===== src/rtl/link_test_defs.svh =====
// Register map, field positions, reset values and constants of the link self-test block
// Assumes an 8-bit register port with byte-wide registers
`ifndef LINK_TEST_DEFS_SVH
`define LINK_TEST_DEFS_SVH

`define REG_ERROR_TALLY_CONTROL   8'h1E
`define REG_BIT_ERROR_TALLY       8'h1F
`define REG_LINK_TEST_CONTROL     8'h20
`define REG_MISMATCH_BYTE0        8'h21
`define REG_MISMATCH_BYTE1        8'h22
`define REG_MISMATCH_BYTE2        8'h23
`define REG_MISMATCH_BYTE3        8'h24

`define RESET_ERROR_TALLY_CONTROL 8'h00
`define RESET_LINK_TEST_CONTROL   8'h00
`define RESET_BIT_ERROR_TALLY     8'h00
`define RESET_MISMATCH_COUNT      32'h00000000

`define ETC_HEADER_COUNT_BIT      0
`define ETC_DECODE_BIT            1
`define ETC_CRC_BIT               2
`define ETC_PARITY_BIT            3
`define ETC_INTERRUPT_CRC_BIT     4
`define ETC_THRESHOLD_MSB         7
`define ETC_THRESHOLD_LSB         5

`define LTC_UPSTREAM_PATTERN_BIT  0
`define LTC_DOWNSTREAM_PATTERN_BIT 1
`define LTC_PER_HOP_CHECK_BIT     2
`define LTC_FIFO_DEPTH_MSB        5
`define LTC_FIFO_DEPTH_LSB        4

`define TALLY_THRESHOLD_BASE      9'h002
`define PRBS_SEED                 31'h7FFFFFFF
`define SLOT_WINDOW_MAX           9'h0FF

`endif


===== src/rtl/link_test_pkg.sv =====
// Types shared by the link self-test block
// Assumes nothing of its surroundings
package link_test_pkg;
    typedef logic [7:0]  reg_byte_t;
    typedef logic [31:0] slot_word_t;
    typedef logic [30:0] prbs_state_t;
    typedef logic [31:0] mismatch_count_t;
endpackage : link_test_pkg


===== src/rtl/prbs_generator.sv =====
// Pseudo-random slot word source, x^31 + x^28 + 1, 32 bits per step
// Assumes advance and restart are synchronous to clock_i
`timescale 1ns/1ps
`include "link_test_defs.svh"

module prbs_generator
    import link_test_pkg::*;
(
    input  wire logic       clock_i,
    input  wire logic       nrst_i,
    input  wire logic       restart_i,
    input  wire logic       advance_i,
    output slot_word_t      word_o
);
    prbs_state_t state;
    slot_word_t  next_word;
    prbs_state_t next_state;

    function automatic logic [62:0] prbs_step(input prbs_state_t s);
        prbs_state_t st;
        slot_word_t  w;
        logic        fb;
        st = s;
        w  = 32'h00000000;
        for (int i = 0; i < 32; i++) begin
            fb = st[30] ^ st[27];
            st = {st[29:0], fb};
            w  = {w[30:0], fb};
        end
        return {st, w};
    endfunction : prbs_step

    assign {next_state, next_word} = prbs_step(state);

    always_ff @(posedge clock_i) begin
        if (!nrst_i || restart_i) begin
            state  <= `PRBS_SEED;
            word_o <= 32'h00000000;
        end else if (advance_i) begin
            state  <= next_state;
            word_o <= next_word;
        end
    end
endmodule : prbs_generator


===== src/rtl/saturating_counter.sv =====
// Up counter that saturates at all ones; clear restarts it from the same-cycle increment
// Assumes clear and increment are synchronous to clock_i
`timescale 1ns/1ps

module saturating_counter #(
    parameter int WIDTH = 8
) (
    input  wire logic             clock_i,
    input  wire logic             nrst_i,
    input  wire logic             clear_i,
    input  wire logic [2:0]       inc_i,
    output logic      [WIDTH-1:0] count_o
);
    logic [WIDTH-1:0] base;
    logic [WIDTH:0]   sum;
    logic [WIDTH-1:0] next_count;

    // Event in the clear cycle still counts
    assign base       = clear_i ? '0 : count_o;
    assign sum        = {1'b0, base} + {{(WIDTH - 2){1'b0}}, inc_i};
    assign next_count = sum[WIDTH] ? '1 : sum[WIDTH-1:0];

    always_ff @(posedge clock_i) begin
        if (!nrst_i) begin
            count_o <= '0;
        end else begin
            count_o <= next_count;
        end
    end
endmodule : saturating_counter


===== src/rtl/link_test_block.sv =====
// Bit error tally and pseudo-random link test with mismatch counting
// Assumes single-cycle register strobes and one slot strobe per slot word
//
// Summary of operation
// - 8-bit tally counts every error of each type enabled in tally control.
// - Any write to the tally register clears it, whatever the data.
// - Bit 1 puts pattern data downstream, bit 0 puts it upstream.
// - Last subordinate checks downstream pattern within the programmed slot counts.
// - Main node checks the pattern data received in upstream slots.
// - Every pattern mismatch at a checking node bumps the 32-bit counter.
// - Per-hop mode: every node but the originating one checks input and forwards the expected pattern.
// - Per-hop mode does nothing unless some pattern enable is set.
// - Depth field 0 keeps depth, 1 adds one, 2 or 3 add two.
// - Mismatch count readable as four bytes, least significant byte first.
// - Mismatch count bytes are read-only; writes leave the count alone.
// - Threshold field picks 2 to 256 tallied errors for the overflow flag.
// - Parity tally enable counts streaming data parity errors.
// - CRC tally enable counts control and response frame CRC errors only.
// - Decode and header-count enables count their own error kinds.
`timescale 1ns/1ps
`include "link_test_defs.svh"

module link_test_block
    import link_test_pkg::*;
(
    input  wire logic       clock_i,
    input  wire logic       nrst_i,
    input  wire logic [7:0] reg_addr_i,
    input  wire logic       reg_write_i,
    input  wire logic       reg_read_i,
    input  wire reg_byte_t  reg_wdata_i,
    output reg_byte_t       reg_rdata_o,
    input  wire logic       main_node_i,
    input  wire logic       last_node_i,
    input  wire logic [7:0] downstream_slot_count_i,
    input  wire logic [7:0] local_downstream_slot_count_i,
    input  wire logic [7:0] broadcast_downstream_slot_count_i,
    input  wire logic       parity_error_i,
    input  wire logic       crc_error_i,
    input  wire logic       interrupt_crc_error_i,
    input  wire logic       decode_error_i,
    input  wire logic       header_count_error_i,
    output logic            tally_overflow_flag_o,
    output logic [1:0]      recovery_fifo_extra_depth_o,
    input  wire logic       dn_slot_strobe_i,
    input  wire logic [7:0] dn_slot_index_i,
    input  wire slot_word_t dn_rx_data_i,
    input  wire slot_word_t dn_local_data_i,
    output slot_word_t      dn_tx_data_o,
    input  wire logic       up_slot_strobe_i,
    input  wire slot_word_t up_rx_data_i,
    input  wire slot_word_t up_local_data_i,
    output slot_word_t      up_tx_data_o
);
    reg_byte_t       error_tally_control;
    reg_byte_t       link_test_control;
    reg_byte_t       bit_error_tally;
    mismatch_count_t pattern_mismatch_count;

    function automatic logic [8:0] slot_window(input logic [7:0] a, input logic [7:0] b,
                                               input logic [7:0] c);
        logic [9:0] s;
        s = {2'b00, a} + {2'b00, b} + {2'b00, c};
        return (s > {1'b0, `SLOT_WINDOW_MAX}) ? `SLOT_WINDOW_MAX : s[8:0];
    endfunction : slot_window

    // Register decode
    wire wr_control   = reg_write_i && (reg_addr_i == `REG_ERROR_TALLY_CONTROL);
    wire wr_tally     = reg_write_i && (reg_addr_i == `REG_BIT_ERROR_TALLY);
    wire wr_test      = reg_write_i && (reg_addr_i == `REG_LINK_TEST_CONTROL);

    // Field views
    wire downstream_pattern_enable = link_test_control[`LTC_DOWNSTREAM_PATTERN_BIT];
    wire upstream_pattern_enable   = link_test_control[`LTC_UPSTREAM_PATTERN_BIT];
    wire any_pattern               = downstream_pattern_enable || upstream_pattern_enable;
    wire per_hop_check_enable      = link_test_control[`LTC_PER_HOP_CHECK_BIT]
                                     && any_pattern;
    wire [1:0] depth_field = link_test_control[`LTC_FIFO_DEPTH_MSB:`LTC_FIFO_DEPTH_LSB];
    wire [1:0] next_depth  = depth_field[1] ? 2'h2 : depth_field;
    wire [2:0] threshold_sel =
        error_tally_control[`ETC_THRESHOLD_MSB:`ETC_THRESHOLD_LSB];

    // Enabled error events
    wire count_parity = parity_error_i && error_tally_control[`ETC_PARITY_BIT];
    wire count_crc    = crc_error_i && error_tally_control[`ETC_CRC_BIT];
    wire count_icrc   = interrupt_crc_error_i
                        && error_tally_control[`ETC_INTERRUPT_CRC_BIT];
    wire count_decode = decode_error_i && error_tally_control[`ETC_DECODE_BIT];
    wire count_header = header_count_error_i
                        && error_tally_control[`ETC_HEADER_COUNT_BIT];
    wire [2:0] tally_inc = {2'b00, count_parity} + {2'b00, count_crc}
                         + {2'b00, count_icrc} + {2'b00, count_decode}
                         + {2'b00, count_header};

    // Overflow threshold crossing
    wire [8:0] tally_threshold = `TALLY_THRESHOLD_BASE << threshold_sel;
    wire [8:0] tally_base      = wr_tally ? 9'h000 : {1'b0, bit_error_tally};
    wire [8:0] tally_sum       = tally_base + {6'h00, tally_inc};
    wire next_overflow = (tally_base < tally_threshold)
                         && (tally_sum >= tally_threshold);

    // Downstream roles
    wire [8:0] dn_window = slot_window(downstream_slot_count_i,
                                       local_downstream_slot_count_i,
                                       broadcast_downstream_slot_count_i);
    wire dn_in_window  = {1'b0, dn_slot_index_i} < dn_window;
    wire dn_originate  = downstream_pattern_enable && main_node_i;
    wire dn_check_role = downstream_pattern_enable && !main_node_i
                         && (last_node_i || per_hop_check_enable);
    wire dn_step       = dn_slot_strobe_i && dn_in_window
                         && (dn_originate || dn_check_role);
    wire dn_run        = dn_originate || dn_check_role;
    slot_word_t dn_expected;

    // Upstream roles
    wire up_originate  = upstream_pattern_enable && last_node_i && !main_node_i;
    wire up_check_role = upstream_pattern_enable
                         && (main_node_i || (per_hop_check_enable && !last_node_i));
    wire up_step       = up_slot_strobe_i && (up_originate || up_check_role);
    wire up_run        = up_originate || up_check_role;
    slot_word_t up_expected;

    // Mismatch detection
    wire dn_mismatch = dn_step && dn_check_role && (dn_rx_data_i != dn_expected);
    wire up_mismatch = up_step && up_check_role && (up_rx_data_i != up_expected);
    wire [2:0] mismatch_inc = {2'b00, dn_mismatch} + {2'b00, up_mismatch};

    // Transmit selection
    slot_word_t next_dn_tx;
    slot_word_t next_up_tx;
    assign next_dn_tx = dn_step ? dn_expected :
                        downstream_pattern_enable ? dn_rx_data_i : dn_local_data_i;
    assign next_up_tx = up_step ? up_expected :
                        (upstream_pattern_enable && !last_node_i) ? up_rx_data_i
                                                                  : up_local_data_i;

    // Read mux
    reg_byte_t next_rdata;
    assign next_rdata =
        (reg_addr_i == `REG_ERROR_TALLY_CONTROL) ? error_tally_control :
        (reg_addr_i == `REG_BIT_ERROR_TALLY)     ? bit_error_tally :
        (reg_addr_i == `REG_LINK_TEST_CONTROL)   ? link_test_control :
        (reg_addr_i == `REG_MISMATCH_BYTE0)      ? pattern_mismatch_count[7:0] :
        (reg_addr_i == `REG_MISMATCH_BYTE1)      ? pattern_mismatch_count[15:8] :
        (reg_addr_i == `REG_MISMATCH_BYTE2)      ? pattern_mismatch_count[23:16] :
        (reg_addr_i == `REG_MISMATCH_BYTE3)      ? pattern_mismatch_count[31:24] :
        8'h00;

    prbs_generator dn_pattern (
        .clock_i   (clock_i),
        .nrst_i    (nrst_i),
        .restart_i (!dn_run),
        .advance_i (dn_step),
        .word_o    (dn_expected)
    );

    prbs_generator up_pattern (
        .clock_i   (clock_i),
        .nrst_i    (nrst_i),
        .restart_i (!up_run),
        .advance_i (up_step),
        .word_o    (up_expected)
    );

    saturating_counter #(.WIDTH(8)) tally_counter (
        .clock_i (clock_i),
        .nrst_i  (nrst_i),
        .clear_i (wr_tally),
        .inc_i   (tally_inc),
        .count_o (bit_error_tally)
    );

    // No clear input reachable from software
    saturating_counter #(.WIDTH(32)) mismatch_counter (
        .clock_i (clock_i),
        .nrst_i  (nrst_i),
        .clear_i (1'b0),
        .inc_i   (mismatch_inc),
        .count_o (pattern_mismatch_count)
    );

    always_ff @(posedge clock_i) begin
        if (!nrst_i) begin
            error_tally_control <= `RESET_ERROR_TALLY_CONTROL;
            link_test_control   <= `RESET_LINK_TEST_CONTROL;
        end else begin
            if (wr_control) begin
                error_tally_control <= reg_wdata_i;
            end
            if (wr_test) begin
                link_test_control <= reg_wdata_i;
            end
        end
    end

    always_ff @(posedge clock_i) begin
        if (!nrst_i) begin
            reg_rdata_o                 <= 8'h00;
            tally_overflow_flag_o       <= 1'b0;
            recovery_fifo_extra_depth_o <= 2'h0;
            dn_tx_data_o                <= 32'h00000000;
            up_tx_data_o                <= 32'h00000000;
        end else begin
            if (reg_read_i) begin
                reg_rdata_o <= next_rdata;
            end
            tally_overflow_flag_o       <= next_overflow;
            recovery_fifo_extra_depth_o <= next_depth;
            if (dn_slot_strobe_i) begin
                dn_tx_data_o <= next_dn_tx;
            end
            if (up_slot_strobe_i) begin
                up_tx_data_o <= next_up_tx;
            end
        end
    end

    // Checks
    tally_increment_a: assert property (@(posedge clock_i) disable iff (!nrst_i)
        (count_parity && count_crc && !count_icrc && !count_decode && !count_header
         && !wr_tally && bit_error_tally < 8'hFD)
        |=> bit_error_tally == $past(bit_error_tally) + 8'h02)
        else $error("tally did not add both enabled errors");

    tally_clear_a: assert property (@(posedge clock_i) disable iff (!nrst_i)
        (wr_tally && tally_inc == 3'h0) |=> bit_error_tally == 8'h00)
        else $error("tally not cleared by write");

    tally_disabled_a: assert property (@(posedge clock_i) disable iff (!nrst_i)
        (error_tally_control == 8'h00 && !wr_tally) |=> $stable(bit_error_tally))
        else $error("tally moved with all error types disabled");

    tally_saturate_a: assert property (@(posedge clock_i) disable iff (!nrst_i)
        (bit_error_tally == 8'hFF && !wr_tally) |=> bit_error_tally == 8'hFF)
        else $error("tally wrapped");

    mismatch_ro_a: assert property (@(posedge clock_i) disable iff (!nrst_i)
        (reg_write_i && reg_addr_i >= `REG_MISMATCH_BYTE0
         && reg_addr_i <= `REG_MISMATCH_BYTE3 && mismatch_inc == 3'h0)
        |=> $stable(pattern_mismatch_count))
        else $error("mismatch count changed by write");

    main_upcheck_a: assert property (@(posedge clock_i) disable iff (!nrst_i)
        (main_node_i && upstream_pattern_enable && up_slot_strobe_i
         && up_rx_data_i != up_expected && !dn_mismatch
         && pattern_mismatch_count < 32'hFFFFFFFF)
        |=> pattern_mismatch_count == $past(pattern_mismatch_count) + 32'h00000001)
        else $error("main node missed an upstream mismatch");

    last_window_a: assert property (@(posedge clock_i) disable iff (!nrst_i)
        (last_node_i && !main_node_i && downstream_pattern_enable && dn_slot_strobe_i
         && !dn_in_window && !up_mismatch) |=> $stable(pattern_mismatch_count))
        else $error("slot outside window was checked");

    hop_forward_a: assert property (@(posedge clock_i) disable iff (!nrst_i)
        (!main_node_i && per_hop_check_enable && downstream_pattern_enable
         && dn_slot_strobe_i && dn_in_window)
        |=> dn_tx_data_o == $past(dn_expected))
        else $error("per-hop node forwarded received data");

    hop_inert_a: assert property (@(posedge clock_i) disable iff (!nrst_i)
        (!any_pattern && up_slot_strobe_i) |=> up_tx_data_o == $past(up_local_data_i))
        else $error("pattern path active with no enable");

    fifo_depth_a: assert property (@(posedge clock_i) disable iff (!nrst_i)
        (depth_field == 2'h3) ##1 (depth_field == 2'h3)
        |-> recovery_fifo_extra_depth_o == 2'h2)
        else $error("depth field 3 not mapped to two");

    overflow_flag_a: assert property (@(posedge clock_i) disable iff (!nrst_i)
        (threshold_sel == 3'h0 && !wr_tally && bit_error_tally == 8'h01
         && tally_inc == 3'h1) |=> tally_overflow_flag_o)
        else $error("overflow flag missed at two errors");

    dn_origin_a: assert property (@(posedge clock_i) disable iff (!nrst_i)
        (main_node_i && downstream_pattern_enable && dn_slot_strobe_i && dn_in_window)
        |=> dn_tx_data_o == $past(dn_expected))
        else $error("main node did not send the downstream pattern");

    up_origin_a: assert property (@(posedge clock_i) disable iff (!nrst_i)
        (last_node_i && !main_node_i && upstream_pattern_enable && up_slot_strobe_i)
        |=> up_tx_data_o == $past(up_expected))
        else $error("last node did not send the upstream pattern");

    depth_pass_a: assert property (@(posedge clock_i) disable iff (!nrst_i)
        (depth_field[1] == 1'b0) |=> recovery_fifo_extra_depth_o == $past(depth_field))
        else $error("depth field 0 or 1 not passed through");

    idle_count_a: assert property (@(posedge clock_i) disable iff (!nrst_i)
        (!downstream_pattern_enable && !upstream_pattern_enable)
        |=> $stable(pattern_mismatch_count))
        else $error("mismatch count moved with no pattern enabled");

    early_flag_a: assert property (@(posedge clock_i) disable iff (!nrst_i)
        (tally_sum < tally_threshold) |=> !tally_overflow_flag_o)
        else $error("overflow flag below threshold");

    dn_count_a: assert property (@(posedge clock_i) disable iff (!nrst_i)
        (last_node_i && !main_node_i && downstream_pattern_enable && dn_slot_strobe_i
         && dn_in_window && dn_rx_data_i != dn_expected && !up_mismatch
         && pattern_mismatch_count < 32'hFFFFFFFF)
        |=> pattern_mismatch_count == $past(pattern_mismatch_count) + 32'h00000001)
        else $error("last node missed a downstream mismatch");

    rdata_hold_a: assert property (@(posedge clock_i) disable iff (!nrst_i)
        !reg_read_i |=> $stable(reg_rdata_o))
        else $error("read data changed without a read");
endmodule : link_test_block


===== config.mk =====
export PLATFORM = sky130hd
export DESIGN_NAME = link_test_block
export DESIGN_NICKNAME = d
export VERILOG_FILES = /design/src/rtl/link_test_pkg.sv /design/src/rtl/prbs_generator.sv /design/src/rtl/saturating_counter.sv /design/src/rtl/link_test_block.sv
export VERILOG_INCLUDE_DIRS = /design/src /design/src/rtl
export SDC_FILE = /design/constraint.sdc
export NUM_CORES = 1
export LEC_CHECK = 0
export BUFFER_PORTS_ARGS = -buffer_cell sky130_fd_sc_hd__buf_2
export CORE_MARGIN = 1
export CORE_UTILIZATION = 40
export CTS_CLUSTER_SIZE = 20
export DETAILED_ROUTE_END_ITERATION = 16
export GPL_TIMING_DRIVEN = 1
export PLACE_DENSITY = 0.61
export SKIP_LAST_GASP = 1
export SYNTH_ARGS = -nofsm -noshare
export SYNTH_HDL_FRONTEND = slang
export SYNTH_SLANG_ARGS = --single-unit

===== constraint.sdc =====
create_clock -name clock_i -period 15.4 [get_ports clock_i]
set_clock_uncertainty 0.1 [all_clocks]
set_input_delay 1.54 -clock clock_i [delete_from_list [all_inputs] [get_ports clock_i]]
set_output_delay 1.54 -clock clock_i [all_outputs]
set_load 0.005 [all_outputs]

==> metrics.txt <==
die footprint=34800 sq um; Syn Std Cell Area=13600 sq um; global route total overflow=0; measured slew at the worst slew-check pin=about 1100 ps; antenna violations before repair=1; setup tns final=0 ps; Seq/Total Area, Yosys=37.7%; post-synthesis mux area share=6.04%; Max IR drop VDD=0.0799 mV; gp weighted congestion=0.869; LEAKAGE=6.69 nW; clock latency on the worst-skew pair=540 ps; fin nets=2034; Synth Warn #=0; Avg Cell Area, Syn=about 8.5 sq um; vias per inst=5.37; I/O Buffers=263; CP required=15760 ps; clk buf depth=3; Synth Area in Compound Gates=between 15 and 20%; initial DRC count=~950; setup slack, reg-to-reg=around 11000 ps; most frequent cell after synthesis=nor2_1; H-tree levels=1; clock tree from TritonCTS=built; Die Wd=~190 um; Netlist cell types=60; CP endpoint kind=register; synth cell count leaders=274 x nor2_1, 257 x dfxtp_1, 107 x xor2_1; Pwr Density=between 90 and 100 nW/um^2; final slew viol count=0; critical path class=in2reg; Hold WC Path Type=reg2reg; status=complete, no violations; Post-Synth XOR/XNOR Area=between 10% and 20%; CTS root buf=clkbuf_16; Antenna Nets Post-Route=0; largest family of logic cells by synthesized area=simple AND/OR/NAND/NOR gates; Core Box Area=33500 sq um; fin crit period=about 7400 ps; total power draw=1.59 mW; Post-synth EDFFs=0; Worst slew margin=roughly a quarter; worst slack, placed=around 7500 ps; Post-CTS Setup Inserts=0; largest net degree at the start of global routing=70; # DRC=0; layout overhead on the synthesized area=18.9%; Async S/R FF share, synth=0%; Synth area leader=dfxtp_1; post-CTS resize count=0; Rows=67; RSZ-0062 raised after global routing=false; detailed-route via count=around 12000; Post-DP HPWL=28700 um; Hold-fix buffers, CTS=0; cells after synthesis=1597; Max Clock Freq=between 0.1 and 0.15 GHz; clock sinks=257; critical path arrival=7710 ps; Setup Viol. Count Final=0; # IOs=264; first-pass GRT wire length=between 60000 and 70000 um; CTS Buf Count=28; WL/cell=around 17 um; critical path launch point type=input port; Routed WL=39400 um; Synth top area share=between 30% and 40%; TritonRoute pass-1 iters=5; share of layout cells above drive strength 1=between 20 and 25%; endpoints failing hold=0; setup ws final=8040 ps; syn nets=between 1500 and 2000; filler instances=roughly 3300; Max-Cap Viols=0; Hold Path Stages=2; Total Routing Usage GR=between 20% and 30%; worst-path maximum fanout=34; vias in the first global route=11700; Reg2Reg Depth=16; simple-gate portion of the synthesized area=20.1%; Die Y=between 150 and 200 um; adder-cell share of the synthesized area=between 5 and 6%; main flop type after synthesis=dfxtp_1; Starting Density=40.7%; Clk pin slew, worst setup/hold paths=approximately 60 ps; crit share post-route=a little under half; largest cells by area after synthesis=dfxtp_1 38%, nor2_1 7.5%, xor2_1 6.9%, mux2i_1 5.8%, a21oi_1 3.9%; register bit total from synthesis=257
area by class of cell:
class / instances / area (sq um) / area share (%)
inverter: 29 / 109 / 0.671
clock inverter: 10 / 150 / 0.926
sequential: 257 / 5150 / 31.7
tap: 448 / 561 / 3.46
antenna: 1 / 2.50 / 0.0154
clock buffer: 41 / 871 / 5.37
multi-input combinational: 1203 / 7950 / 49.0
timing repair buffer: 279 / 1440 / 8.85
logic make-up after synthesis:
logic type / Yosys count
adder cells (fa/ha/maj): 47
flip-flops: 257
AND/OR/NAND/NOR: 569
buffers and inverters: 137
AO/OA/AOI/OAI: 344
XOR/XNOR: 161
multiplexers: 82
path summary, 6_finish.rpt:
path                            endpoint                       start
max reg2reg        tally_overflow_flag_o      error_tally_control[3]
min               error_tally_control[3]      error_tally_control[3]
min reg2reg       error_tally_control[3]      error_tally_control[3]
max          mismatch_counter.count_o[0]  downstream_slot_count_i[1]
layout by cell type (no fill, tap or decap), drive strengths merged, types with 10 or more instances in the layout:
cell,count
inv,29
o21ai,105
nand4,52
fa,13
ha,34
nand3b,39
o311ai,33
nand2,66
nor4,16
nand3,17
nor3,36
clkbuf,41
mux2i,79
and3,13
xor2,107
xnor2,54
nor2b,14
o21a,12
a21oi,106
dfxtp,257
buf,279
nor2,275
a211oi,40
and2,15
a22oi,10
where the power goes:
group | internal (mW) | switching, mW | leakage, nW
clock | 0.456 | 0.275 | 0.512
sequential | 0.676 | 0.00581 | 2.09
combinational | 0.0730 | 0.110 | 4.09
total | 1.20 | 0.390 | 6.69
metal layers:
| metal | GRT usage (%) | routed length [um] |
|---|---|---|
| met1 | 31.7 | 18700 |
| met3 | 3.08 | 2010 |
| met2 | 35.0 | 18000 |
| met4 | 5.17 | 775 |
| met5 | 0 | 0 |
registers in the layout (all words and copies together) (netlist names):
signal and cells:
reg_rdata_o 8, error_tally_control 8, recovery_fifo_extra_depth_o 2, link_test_control 8
dn_pattern.word_o 32, tally_overflow_flag_o 1, up_pattern.word_o 32, tally_counter.count_o 8
up_pattern.state 31, dn_pattern.state 31, mismatch_counter.count_o 32, dn_tx_data_o 32
up_tx_data_o 32
stage by stage:
step	utilization, %	area (sq um)	std cells	hold WS, ps
finish	48.4	16200	2268	364
global route	48.4	16200	2267	404
CTS	48.4	16200	2267	359
detailed placement	45.3	15200	2216	351
global placement	45.3	15200	2216	349
floorplan	-	13600	1597	333
critical path, stage by stage:
cell and delay, ps:
buf_2 80, inv_1 40, fa_1 520, inv_1 40
ha_1 230, fa_1 420, a21o_1 220, a21o_1 200
a21o_1 180, a21oi_1 210, xnor2_1 140, nor2_1 60
ha_1 300, nand4_1 110, o311ai_0 240, a211o_1 400
buf_4 240, nor2_1 180, fa_1 250, ha_1 210
and2_1 170, nand4_1 150, or3_1 510, nor2_2 180
nand3_2 510, a21oi_1 320
Power figures use the tool's default switching activity.
